[src/core/ppc_defines.svh]
/*
 Register offsets, field positions and reset values for the port pin
 control block. Assumes inclusion by the top module; core/ppc_pkg.sv does not include it.
*/
`ifndef PPC_DEFINES_SVH
`define PPC_DEFINES_SVH

`define PPC_ADDR_W          4
`define PPC_OFF_PINS        4'h0
`define PPC_OFF_LATCH       4'h1
`define PPC_OFF_DIR         4'h2
`define PPC_OFF_SEG         4'h3
`define PPC_OFF_ANSEL       4'h4
`define PPC_OFF_OD_FIRST    4'h5
`define PPC_OFF_OD_SECOND   4'h6
`define PPC_OFF_OD_THIRD    4'h7
`define PPC_OFF_STATUS      4'h8

`define PPC_DIR_RESET       8'hff
`define PPC_LATCH_RESET     8'h00
`define PPC_SEG_RESET       8'h00
`define PPC_ANSEL_RESET     8'hff
`define PPC_OD_RESET        8'h00
`define PPC_ZERO            8'h00
`define PPC_PIN_ANALOG_MASK 8'h03
`define PPC_SEG_PIN_MASK    8'hfe
`define PPC_OSC_PIN_MASK    8'h03
`define PPC_OD_FIRST_MASK   8'he1

`define PPC_OSC_DIGITAL     2'h2
`define PPC_OD_SSP_BIT      7
`define PPC_OD_CCP2_BIT     6
`define PPC_OD_CCP1_BIT     5
`define PPC_OD_UART_BIT     0
`define PPC_CCP_PIN_DEFAULT 1
`define PPC_CCP_PIN_ALT     3
`define PPC_SER_CLK_PIN     3
`define PPC_SER_DOUT_PIN    5
`define PPC_UART_TX_PIN     6
`define PPC_CCP1_PIN        2
`define PPC_PWMD_PIN        7
`define PPC_MCLR_BIT        5

`endif

[src/core/ppc_pkg.sv]
/*
 Types for the port pin control block.
 Assumes ppc_defines.svh is in the include path.
*/
package ppc_pkg;
    typedef struct packed {
        logic [7:0] latch;
        logic [7:0] dir;
        logic [7:0] seg;
        logic [7:0] ansel;
        logic [7:0] od_first;
        logic [7:0] od_third;
        logic [7:0] sync_pins;
        logic [7:0] rdata;
        logic [7:0] g_latch;
        logic [7:0] g_dir;
        logic [7:0] pin_out;
        logic [7:0] pin_oen;
    } ppc_state_type;
endpackage

[src/core/ppc_port.sv]
/*
 Third-port pin control: latch, direction, open-drain, segment and
 analog selection with peripheral overrides. Assumes a simple register
 port driven synchronously to i_clk and pins resolved by the testbench.
*/
// The strobed register port and the placing of the registers were chosen for this implementation.
// Overview of operation
// - Eight bidirectional pins, each with direction bit and output latch.
// - Pins two to seven have no analog select; only pins zero, one.
// - Pins are sampled into a register as Schmitt-buffered inputs.
// - Active serial or capture outputs drive open-drain when enabled.
// - Second capture unit uses pin one unless select input is low.
// - Active peripherals force pin direction regardless of direction bit.
// - Any reset returns all pins to inputs.
// - Direction reads return stored bits despite overrides.
// - Pins one to seven are shared with segment drivers.
// - Pins zero, one are digital only when oscillator field is 10.
// - Oscillator pins are digital only with their segment disabled.
// - Active peripheral output value replaces the latch value.
// - Segment enable disables the pin driver and analog select, not input sampling.
// - Analog select is reset default and leaves output driver on.
// - PWM output D may tri-state when configured.
// - Reset-shared bit exists only while master clear is disabled.
// - Unimplemented bits read as zero.
// - Input-only functions see pins regardless of direction.
`timescale 1ns/1ps
`include "ppc_defines.svh"

module ppc_port
    import ppc_pkg::*;
#(
    parameter int WIDTH = 8
) (
    input  wire logic                   i_clk,
    input  wire logic                   i_resetn,
    input  wire logic [`PPC_ADDR_W-1:0] i_addr,
    input  wire logic [7:0]             i_wdata,
    input  wire logic                   i_wr,
    input  wire logic                   i_rd,
    output logic [7:0]                  o_rdata,
    input  wire logic [1:0]             i_oscillator_pin_config,
    input  wire logic                   i_second_capture_pin_select,
    input  wire logic                   i_master_clear_enable,
    input  wire logic                   i_ccp1_en,
    input  wire logic                   i_ccp1_out,
    input  wire logic                   i_ccp2_en,
    input  wire logic                   i_ccp2_out,
    input  wire logic                   i_ser_en,
    input  wire logic                   i_ser_clk_out,
    input  wire logic                   i_ser_dout,
    input  wire logic                   i_uart_en,
    input  wire logic                   i_uart_tx,
    input  wire logic                   i_pwm_d_en,
    input  wire logic                   i_pwm_d_out,
    input  wire logic                   i_pwm_d_tristate,
    input  wire logic [7:0]             i_pin,
    output logic [7:0]                  o_pin,
    output logic [7:0]                  o_pin_oen,
    output logic [7:0]                  o_pin_in,
    output logic [7:0]                  o_seg_en,
    output logic [1:0]                  o_analog_en,
    output logic                        o_osc_pins_osc
);

    initial begin
        if (WIDTH != 8) begin
            $error("ppc_port supports only an 8-bit port");
        end
    end

    ppc_state_type st;
    ppc_state_type next_st;

    logic [7:0] per_en;
    logic [7:0] per_val;
    logic [7:0] per_od;
    logic [7:0] digital_ok;
    logic [7:0] drive;
    logic [7:0] value;

    function automatic logic hit(input logic [`PPC_ADDR_W-1:0] a,
                                 input logic [`PPC_ADDR_W-1:0] off);
        hit = (a == off);
    endfunction

    // Peripheral ownership map; overrides the direction bit
    always_comb begin
        per_en  = `PPC_ZERO;
        per_val = `PPC_ZERO;
        per_od  = `PPC_ZERO;
        if (i_ccp1_en) begin
            per_en[`PPC_CCP1_PIN]  = 1'b1;
            per_val[`PPC_CCP1_PIN] = i_ccp1_out;
            per_od[`PPC_CCP1_PIN]  = st.od_first[`PPC_OD_CCP1_BIT];
        end
        // Pin choice follows the configuration bit
        if (i_ccp2_en && i_second_capture_pin_select) begin
            per_en[`PPC_CCP_PIN_DEFAULT]  = 1'b1;
            per_val[`PPC_CCP_PIN_DEFAULT] = i_ccp2_out;
            per_od[`PPC_CCP_PIN_DEFAULT]  = st.od_first[`PPC_OD_CCP2_BIT];
        end
        if (i_ser_en) begin
            per_en[`PPC_SER_CLK_PIN]   = 1'b1;
            per_val[`PPC_SER_CLK_PIN]  = i_ser_clk_out;
            per_od[`PPC_SER_CLK_PIN]   = st.od_first[`PPC_OD_SSP_BIT];
            per_en[`PPC_SER_DOUT_PIN]  = 1'b1;
            per_val[`PPC_SER_DOUT_PIN] = i_ser_dout;
            per_od[`PPC_SER_DOUT_PIN]  = st.od_first[`PPC_OD_SSP_BIT];
        end
        if (i_ccp2_en && !i_second_capture_pin_select) begin
            per_en[`PPC_CCP_PIN_ALT]  = 1'b1;
            per_val[`PPC_CCP_PIN_ALT] = i_ccp2_out;
            per_od[`PPC_CCP_PIN_ALT]  = st.od_first[`PPC_OD_CCP2_BIT];
        end
        if (i_uart_en) begin
            per_en[`PPC_UART_TX_PIN]  = 1'b1;
            per_val[`PPC_UART_TX_PIN] = i_uart_tx;
            per_od[`PPC_UART_TX_PIN]  = st.od_third[`PPC_OD_UART_BIT];
        end
        if (i_pwm_d_en) begin
            per_en[`PPC_PWMD_PIN]  = 1'b1;
            per_val[`PPC_PWMD_PIN] = i_pwm_d_out;
        end
    end

    // Oscillator pins need digital mode and no segment
    always_comb begin
        digital_ok = ~(st.seg & `PPC_SEG_PIN_MASK);
        if (i_oscillator_pin_config != `PPC_OSC_DIGITAL) begin
            digital_ok = digital_ok & ~`PPC_OSC_PIN_MASK;
        end
    end

    always_comb begin
        next_st = st;
        for (int i = 0; i < 8; i++) begin
            // Analog select never gates the driver
            drive[i] = digital_ok[i] & (per_en[i] | ~st.dir[i]);
            value[i] = per_en[i] ? per_val[i] : st.latch[i];
            if (per_en[i] && per_od[i] && per_val[i]) begin
                drive[i] = 1'b0;
            end
        end
        if (i_pwm_d_en && i_pwm_d_tristate) begin
            drive[`PPC_PWMD_PIN] = 1'b0;
        end
        next_st.sync_pins = i_pin;
        next_st.pin_out   = value;
        next_st.pin_oen   = ~drive;
        next_st.rdata     = `PPC_ZERO;
        if (i_wr) begin
            if (hit(i_addr, `PPC_OFF_PINS) || hit(i_addr, `PPC_OFF_LATCH)) begin
                next_st.latch = i_wdata;
            end
            if (hit(i_addr, `PPC_OFF_DIR)) begin
                next_st.dir = i_wdata;
            end
            if (hit(i_addr, `PPC_OFF_SEG)) begin
                next_st.seg = i_wdata & `PPC_SEG_PIN_MASK;
            end
            if (hit(i_addr, `PPC_OFF_ANSEL)) begin
                next_st.ansel = i_wdata & `PPC_PIN_ANALOG_MASK;
            end
            if (hit(i_addr, `PPC_OFF_OD_FIRST)) begin
                next_st.od_first = i_wdata & `PPC_OD_FIRST_MASK;
            end
            if (hit(i_addr, `PPC_OFF_OD_THIRD)) begin
                next_st.od_third = i_wdata;
            end
            if (hit(i_addr, `PPC_OFF_PINS) && !i_master_clear_enable) begin
                next_st.g_latch = i_wdata;
            end
            if (hit(i_addr, `PPC_OFF_OD_SECOND)) begin
                next_st.g_dir = i_wdata;
            end
        end
        if (i_rd) begin
            case (i_addr)
                `PPC_OFF_PINS:      next_st.rdata = st.sync_pins;
                `PPC_OFF_LATCH:     next_st.rdata = st.latch;
                `PPC_OFF_DIR:       next_st.rdata = st.dir;
                `PPC_OFF_SEG:       next_st.rdata = st.seg;
                `PPC_OFF_ANSEL:     next_st.rdata = st.ansel;
                `PPC_OFF_OD_FIRST:  next_st.rdata = st.od_first;
                `PPC_OFF_OD_SECOND: next_st.rdata = st.g_dir;
                `PPC_OFF_OD_THIRD:  next_st.rdata = st.od_third;
                `PPC_OFF_STATUS: begin
                    // Reset-shared bit hidden while master clear on
                    next_st.rdata = `PPC_ZERO;
                    if (!i_master_clear_enable) begin
                        next_st.rdata[`PPC_MCLR_BIT] = st.g_latch[`PPC_MCLR_BIT];
                    end
                end
                default:            next_st.rdata = `PPC_ZERO;
            endcase
        end
    end

    always_ff @(posedge i_clk) begin
        if (!i_resetn) begin
            st          <= '0;
            st.dir      <= `PPC_DIR_RESET;
            st.latch    <= `PPC_LATCH_RESET;
            st.seg      <= `PPC_SEG_RESET;
            st.ansel    <= `PPC_ANSEL_RESET & `PPC_PIN_ANALOG_MASK;
            st.od_first <= `PPC_OD_RESET;
            st.od_third <= `PPC_OD_RESET;
            st.pin_oen  <= `PPC_DIR_RESET;
        end else begin
            st <= next_st;
        end
    end

    assign o_rdata        = st.rdata;
    assign o_pin          = st.pin_out;
    assign o_pin_oen      = st.pin_oen;
    assign o_pin_in       = st.sync_pins;
    assign o_seg_en       = st.seg;
    assign o_analog_en    = st.ansel[1:0] & digital_ok[1:0];
    assign o_osc_pins_osc = (i_oscillator_pin_config != `PPC_OSC_DIGITAL);

    // Hidden bits are always read as zero
    property p_seg_bit0_zero;
        @(posedge i_clk) disable iff (!i_resetn)
        i_rd && i_addr == `PPC_OFF_SEG |=> o_rdata[0] == 1'b0;
    endproperty
    a_seg_bit0_zero: assert property (p_seg_bit0_zero)
        else $error("segment bit 0 read nonzero");

    property p_dir_read;
        @(posedge i_clk) disable iff (!i_resetn)
        i_rd && i_addr == `PPC_OFF_DIR |=> o_rdata == $past(st.dir);
    endproperty
    a_dir_read: assert property (p_dir_read)
        else $error("direction read mismatch");

    property p_reset_inputs;
        @(posedge i_clk) !i_resetn |=> o_pin_oen == `PPC_DIR_RESET;
    endproperty
    a_reset_inputs: assert property (p_reset_inputs)
        else $error("pins not inputs after reset");

    property p_seg_kills;
        @(posedge i_clk) disable iff (!i_resetn)
        st.seg[4] |=> o_pin_oen[4];
    endproperty
    a_seg_kills: assert property (p_seg_kills)
        else $error("segment pin still driven");

    property p_latch_write;
        @(posedge i_clk) disable iff (!i_resetn)
        i_wr && i_addr == `PPC_OFF_LATCH ##1 !i_wr
            |-> st.latch == $past(i_wdata);
    endproperty
    a_latch_write: assert property (p_latch_write)
        else $error("latch not updated");

    property p_uart_value;
        @(posedge i_clk) disable iff (!i_resetn)
        i_uart_en |=> o_pin[6] == $past(i_uart_tx);
    endproperty
    a_uart_value: assert property (p_uart_value)
        else $error("peripheral value not driven");

    property p_osc_pins;
        @(posedge i_clk) disable iff (!i_resetn)
        i_oscillator_pin_config != `PPC_OSC_DIGITAL |=> o_pin_oen[0];
    endproperty
    a_osc_pins: assert property (p_osc_pins)
        else $error("oscillator pin driven");

    property p_pwm_tri;
        @(posedge i_clk) disable iff (!i_resetn)
        i_pwm_d_en && i_pwm_d_tristate |=> o_pin_oen[7];
    endproperty
    a_pwm_tri: assert property (p_pwm_tri)
        else $error("pwm d not tri-stated");

    // Open-drain control bits four to one do not exist
    property p_od_first_read;
        @(posedge i_clk) disable iff (!i_resetn)
        i_rd && i_addr == `PPC_OFF_OD_FIRST
            |=> (o_rdata & ~`PPC_OD_FIRST_MASK) == `PPC_ZERO;
    endproperty
    a_od_first_read: assert property (p_od_first_read)
        else $error("open-drain hidden bits read nonzero");

    property p_status_hidden;
        @(posedge i_clk) disable iff (!i_resetn)
        i_rd && i_addr == `PPC_OFF_STATUS && i_master_clear_enable
            |=> o_rdata == `PPC_ZERO;
    endproperty
    a_status_hidden: assert property (p_status_hidden)
        else $error("reset-shared bit visible with master clear");

    // Idle read data is zero so a bus mux can simply OR slaves
    property p_read_idle;
        @(posedge i_clk) disable iff (!i_resetn)
        !i_rd |=> o_rdata == `PPC_ZERO;
    endproperty
    a_read_idle: assert property (p_read_idle)
        else $error("read data not zero when idle");

    property p_pin_sample;
        @(posedge i_clk) disable iff (!i_resetn)
        1'b1 |=> o_pin_in == $past(i_pin);
    endproperty
    a_pin_sample: assert property (p_pin_sample)
        else $error("pin levels not sampled");

    property p_ccp2_default;
        @(posedge i_clk) disable iff (!i_resetn)
        i_ccp2_en && i_second_capture_pin_select
            |=> o_pin[`PPC_CCP_PIN_DEFAULT] == $past(i_ccp2_out);
    endproperty
    a_ccp2_default: assert property (p_ccp2_default)
        else $error("capture unit two not on default pin");

    // Alternate pin wins over the serial clock on a shared pin
    property p_ccp2_alt;
        @(posedge i_clk) disable iff (!i_resetn)
        i_ccp2_en && !i_second_capture_pin_select
            |=> o_pin[`PPC_CCP_PIN_ALT] == $past(i_ccp2_out);
    endproperty
    a_ccp2_alt: assert property (p_ccp2_alt)
        else $error("capture unit two not on alternate pin");

    property p_ccp1_value;
        @(posedge i_clk) disable iff (!i_resetn)
        i_ccp1_en |=> o_pin[`PPC_CCP1_PIN] == $past(i_ccp1_out);
    endproperty
    a_ccp1_value: assert property (p_ccp1_value)
        else $error("capture unit one value not driven");

    property p_pwm_value;
        @(posedge i_clk) disable iff (!i_resetn)
        i_pwm_d_en |=> o_pin[`PPC_PWMD_PIN] == $past(i_pwm_d_out);
    endproperty
    a_pwm_value: assert property (p_pwm_value)
        else $error("pwm d value not driven");

    property p_ser_value;
        @(posedge i_clk) disable iff (!i_resetn)
        i_ser_en |=> o_pin[`PPC_SER_DOUT_PIN] == $past(i_ser_dout);
    endproperty
    a_ser_value: assert property (p_ser_value)
        else $error("serial data not driven");

    property p_uart_od;
        @(posedge i_clk) disable iff (!i_resetn)
        i_uart_en && st.od_third[`PPC_OD_UART_BIT] && i_uart_tx
            |=> o_pin_oen[`PPC_UART_TX_PIN];
    endproperty
    a_uart_od: assert property (p_uart_od)
        else $error("open-drain transmit high still driven");

    property p_ser_od;
        @(posedge i_clk) disable iff (!i_resetn)
        i_ser_en && st.od_first[`PPC_OD_SSP_BIT] && i_ser_dout
            |=> o_pin_oen[`PPC_SER_DOUT_PIN];
    endproperty
    a_ser_od: assert property (p_ser_od)
        else $error("open-drain serial high still driven");

    property p_latch_pass;
        @(posedge i_clk) disable iff (!i_resetn)
        per_en == `PPC_ZERO |=> o_pin == $past(st.latch);
    endproperty
    a_latch_pass: assert property (p_latch_pass)
        else $error("latch not on pins");

    property p_dir_hold;
        @(posedge i_clk) disable iff (!i_resetn)
        per_en == `PPC_ZERO && st.dir == `PPC_DIR_RESET
            |=> o_pin_oen == `PPC_DIR_RESET;
    endproperty
    a_dir_hold: assert property (p_dir_hold)
        else $error("input pin driven without owner");

    property p_ansel_mask;
        @(posedge i_clk) disable iff (!i_resetn)
        (st.ansel & ~`PPC_PIN_ANALOG_MASK) == `PPC_ZERO;
    endproperty
    a_ansel_mask: assert property (p_ansel_mask)
        else $error("analog select on digital-only pin");

    c_ccp2_alt: cover property (@(posedge i_clk)
        i_ccp2_en && !i_second_capture_pin_select);
    c_od_rel: cover property (@(posedge i_clk)
        (per_en & per_od) != `PPC_ZERO);
    c_uart: cover property (@(posedge i_clk) i_uart_en ##1 !o_pin_oen[6]);
    c_seg:  cover property (@(posedge i_clk) st.seg != `PPC_ZERO);
    c_dir:  cover property (@(posedge i_clk) i_wr && i_addr == `PPC_OFF_DIR);

endmodule

[config.mk]
export PLATFORM = sky130hd
export DESIGN_NAME = ppc_port
export DESIGN_NICKNAME = d
export VERILOG_FILES = /design/src/core/ppc_pkg.sv /design/src/core/ppc_port.sv
export VERILOG_INCLUDE_DIRS = /design/src /design/src/core
export SDC_FILE = /design/constraint.sdc
export NUM_CORES = 1
export LEC_CHECK = 0
export BUFFER_PORTS_ARGS = -buffer_cell sky130_fd_sc_hd__buf_2
export CAP_MARGIN = 10
export CORE_ASPECT_RATIO = 1.25
export CORE_UTILIZATION = 49
export DETAILED_ROUTE_END_ITERATION = 6
export HOLD_SLACK_MARGIN = 0.03
export PLACE_DENSITY_LB_ADDON = 0.25
export SKIP_CTS_REPAIR_TIMING = 1
export SLEW_MARGIN = 25
export SYNTH_ARGS = -nofsm -noshare
export SYNTH_HDL_FRONTEND = slang
export SYNTH_SLANG_ARGS = --single-unit
export TNS_END_PERCENT = 30
[constraint.sdc]
create_clock -name i_clk -period 1.25 [get_ports i_clk]
set_clock_uncertainty 0.2 [all_clocks]
set_input_delay 0 -clock i_clk [delete_from_list [all_inputs] [get_ports i_clk]]
set_output_delay 0 -clock i_clk [all_outputs]
set_load 0.02 [all_outputs]
==> results of run 1 <==
## sequential cells by signal, summed over array words and instances (netlist names)
signal,flops
o_pin_in,8
o_pin_oen,8
st,37
o_seg_en,7
o_rdata,8
o_pin,8
next_st,2
## cell families after synthesis
kind of cell | after synthesis | share of synthesized area
simple gates | 156 | 0.2354
compound gates | 106 | 0.1544
flops | 78 | 0.4126
buf+inv | 78 | 0.1388
mux | 18 | 0.05785
other cells | 1 | 0.0009908
## worst paths after layout
path,depth (start not counted),endpoint,startpoint
max reg2reg,3,o_rdata[6],st[94]
max,3,o_rdata[6],st[94]
min reg2reg,2,st[51],st[51]
min,2,o_pin_in[4],i_resetn
## final cells by class
class | instances | share of cell area
Multi-Input combinational cell | 281 | 0.3561
Sequential cell | 78 | 0.3168
Timing Repair Buffer | 179 | 0.2559
Clock buffer | 14 | 0.03677
Tap cell | 92 | 0.02317
Clock inverter | 2 | 0.007555
Inverter | 5 | 0.003777
## cell usage in the layout, fill, tap and decap left out, types with 4 or more instances in the layout
cell type,instances
buf_2,80
dfxtp_1,68
buf_4,61
nand3_1,51
a21oi_1,42
o21ai_0,37
dlygate4sd3_1,33
nand2_1,26
clkbuf_8,13
nor2_1,12
and2_1,12
mux2_2,10
dfxtp_2,10
o21ai_1,9
nor2b_1,6
or3_1,6
inv_1,5
and3b_1,5
mux2i_1,5
and3_1,4
a31oi_1,4
nand3b_1,4
## power by group
| group | leakage [nW] | internal, mW | switching (mW) |
|---|---|---|---|
| sequential | 0.636 | 2.55 | 0.0335 |
| clock | 0.109 | 1.14 | 0.935 |
| combinational | 1.34 | 0.376 | 0.442 |
| total | 2.08 | 4.06 | 1.41 |
## routing by layer
layer | part of all wire | track usage | up-vias
met5 | 0 | 0 | -
met4 | 0.037 | 0.1717 | 0
met3 | 0.069 | 0.05818 | 34
met2 | 0.49 | 0.4831 | 181
met1 | 0.41 | 0.3677 | 1756
li1 | - | - | 1735
## worst max-delay path, cell delays in order (launching register included)
cell and delay [ns]:
dfxtp_1 0.36, mux2_4 0.31, a221oi_2 0.28, nor3_1 0.08
## stage by stage
step,utilization,cell area (µm²),setup WS [ns],hold WS [ns],std cells
after floorplan,-,3785,-0.009253,-0.07271,437
after global placement,0.5788,4309,-0.2043,0.006682,600
after detailed placement,0.5788,4309,-0.2579,0.01100,600
after CTS,0.6084,4529,-0.2390,-0.3614,616
after global routing,0.6674,4969,-0.1442,-0.2049,651
final,0.6674,4969,-0.09353,-0.2113,651
==> impl_metrics.toml, run 1 <==
[floorplanning]
fp-row-count = 35
die_h_um = 100.3
core_um2 = 7445
die-area_um2 = 8082
fp.dieW_um = 80.61
initial_core_util = 0.5084
io_pins = 83

[clocking]
clock_sinks = 78
h-tree-depth = 3
clockBufferDepth = 2
cts_tree = "done"
path_clk_slew_ns = 0.08
clockRootBuffer = "clkbuf_8"
clk_latency_ns = 0.36
cts_inserted_buffers = 9

[synthesis]
synth_commonest_cells = "78 x dfxtp_1, 51 x nand3_1, 43 x buf_4"
seq_area_frac_synth = 0.4126
yosys.cell_types.count = 48
yosysMostFrequentCell = "dfxtp_1"
yosys.area.top_type = "dfxtp_1"
ys_ff_latch = 78
synth_edf_count = 0
synthFlopType = "dfxtp_1"
synthTopCellsByArea = "dfxtp_1 41%, buf_4 8.5%, nand3_1 6.7%"
syn_area_um2 = 3785
ys_async_sr_fraction = 0
synthesis.nets = 477
synth.avg_cell_area_um2 = 8.661
postSynthCellCount = 437
yosysWarnings = 0
synth_top_area_share = 0.4126

[layout]
fin_nets = 594
drive_above_1_share = 0.3596
multiInputGateArea_um2 = 1769
fillers = 634
diodes = 0
seqCellArea_um2 = 1574
syn_to_final_growth_pct = 31.27

[setup_path]
critPathKind = "flop to flop"
crit_required_ns = 1.29
start_kind = "flop"
arrival_ns = 1.39
crit_path_end_kind = "flop"
r2r_slack_ns = -0.09
critPathMaxFanout = 2

[pwr]
total_power_mw = 5.474
vdd_drop_max_uv = 728.0
p_per_area_nw_per_um2 = 1102
p_leak_nw = 2.084

[detailed_routing]
drt-vias-per-instance = 5.693
drt_iter0_markers = 267
dr.pass1.iters = 5
vias = 3706
wl_per_cell_um = 18.11
totalWireLength_um = 11790
drc = 0
postRouteAntennaNets = 0

[sta]
final-setup-viol-count = 4
fin_tns_setup_ns = -0.3132
post-route-min-period_ns = 1.344
fmax_mhz = 744.3
worst_hold_slack_ns = -0.2113
fin_ws_ns = -0.09353
finalHoldViolations = 22
rsz0062_at_grt = "yes"
finalMaxSlewViolations = 0
period_share = 1.075

[grt]
grt_pass1_wl_um = 17770
gr-usage-all-layers = 0.2993
grt_pass1_vias = 3376
grt_max_degree = 35
grt-ovfl-total = 0
antenna_found_initial = 0

[worst_hold_path]
hold_path_class = "input pin to flop"

[placed_design]
dpl.hpwl_um = 8268
io_buffers = 81
place.gp.congestion = 0.9867

[job]
cap_violations = 0

[run_status]
status = "finished with violations"
violations = "negative hold slack, negative setup slack"
Note: power is estimated with default switching activity, not from simulation.
==> inputs of run 2 (changes only) <==
--- a/config.mk
+++ b/config.mk
@@ -9,7 +9,7 @@
 export BUFFER_PORTS_ARGS = -buffer_cell sky130_fd_sc_hd__buf_2
 export CAP_MARGIN = 10
 export CORE_ASPECT_RATIO = 1.25
-export CORE_UTILIZATION = 49
+export CORE_UTILIZATION = 40
 export DETAILED_ROUTE_END_ITERATION = 6
 export HOLD_SLACK_MARGIN = 0.03
 export PLACE_DENSITY_LB_ADDON = 0.25
==> impl_metrics.toml, run 2 (synthesis gave the netlist of run 1 again) <==
[grt]
grt-ovfl-total = 0
antenna_found_initial = 0
grt_max_degree = 32
use_met3 = 0.05212
gr-usage-met1 = 0.3029
met2_usage = 0.3897
grt.busiest_layer = "met2"
gr-usage-all-layers = 0.2409
grt_pass1_wl_um = 17600
grt_pass1_vias = 3238

[placed_design]
dpl.hpwl_um = 8439
post-place-ws_ns = -0.1797
dpl.cell_count = 629
io_buffers = 81
place.gp.congestion = 0.9452

[floorplanning]
initial_core_util = 0.4126
die_h_um = 110.8
io_pins = 83
fp-row-count = 39
fp.dieW_um = 89.01
core_um2 = 9174
die-area_um2 = 9858

[setup_path]
arrival_ns = 1.35
critPathMaxFanout = 2
crit_path_end_kind = "flop"
crit_required_ns = 1.28
r2r_slack_ns = -0.07
critPathKind = "flop to flop"
start_kind = "flop"

[clocking]
clockRootBuffer = "clkbuf_16"
cts_tree = "done"
cts_inserted_buffers = 9
path_clk_slew_ns = 0.06
h-tree-depth = 3
clock_sinks = 78
clk_latency_ns = 0.34
clockBufferDepth = 2

[layout]
diodes = 0
largest_reg_flops = 37
syn_to_final_growth_pct = 34.08
largest-register = "st"
mostFrequentLayoutCell = "buf_2"
final_cell_mix = "79 x buf_2, 72 x dfxtp_1, 57 x buf_4, 51 x nand3_1, 42 x a21oi_1"
fin_nets = 593
drive_above_1_share = 0.3477
layout.cells.non_filler = 681

[sta]
period_share = 1.057
worst_hold_slack_ns = -0.07271
rsz0062_at_grt = "yes"
finalHoldViolations = 10
finalMaxSlewViolations = 0
post-route-min-period_ns = 1.321
fin_ws_ns = -0.07137
fmax_mhz = 756.8
final-setup-viol-count = 9

[detailed_routing]
postRouteAntennaNets = 0
drt-vias-per-instance = 5.279
wl_per_cell_um = 17.40
vias = 3595
dr.pass1.iters = 5
drt_iter0_markers = 258
totalWireLength_um = 11850
drc = 0

[pwr]
p_per_area_nw_per_um2 = 1158
p_leak_nw = 2.102
vdd_drop_max_uv = 600.7
total_power_mw = 5.875

[run_status]
status = "finished with violations"
violations = "negative hold slack, negative setup slack"

[job]
cap_violations = 0

[worst_hold_path]
hold_path_class = "input pin to flop"
[run 2: cell types whose count changed in the layout (fill, tap and decap cells not counted), moves of 2 or more]
cell,change
dfxtp_2,-4
buf_4,-4
dlygate4sd3_1,+2
clkinv_2,+2
clkbuf_8,-11
clkbuf_16,+9
dfxtp_1,+4
[run 2: metal layers]
metal,vias up,share of wire
met5,-,0
met4,0,0.028
met3,22,0.051
met2,136,0.50
met1,1699,0.42
li1,1738,-
[run 2: report_power, final]
group          switching (mW)  internal [mW]  total [mW]
Sequential             0.0340           2.55        2.58
Clock                    1.02           1.45        2.47
Combinational           0.438          0.382       0.820
[run 2: through the flow]
stage | area [µm²] | setup TNS, ns | util
2_1_floorplan | 3785 | -0.009253 | -
3_3_place_gp | 4345 | -2.337 | 0.4737
3_5_place_dp | 4345 | -3.187 | 0.4737
4_1_cts | 4632 | -0.4180 | 0.5049
5_1_grt | 5075 | -0.8471 | 0.5532
6_report | 5075 | -0.3062 | 0.5532
[run 2: path summary, 6_finish.rpt]
check | startpoint | endpoint | cells after the start
worst max-delay path | st[86] | o_rdata[6] | 3
worst min register to register | st[20] | st[20] | 2
worst min-delay path | i_resetn | o_rdata[4] | 4
worst max register to register | st[86] | o_rdata[6] | 3
[run 2: layout make-up]
cell class / count / area (µm²)
fillers: 895 / 4099
multi-input cells: 281 / 1759
flip-flops and latches: 78 / 1569
repair buffers: 178 / 1287
clock buffers: 11 / 252.7
well taps: 123 / 153.9
clock inverters: 5 / 33.78
inverters: 5 / 18.77
[run 2: critical path, cell delays in order, from the launching register on]
cell     delay (ns)
dfxtp_1        0.33
mux4_2         0.49
nor2_1         0.12
nor3_1         0.07
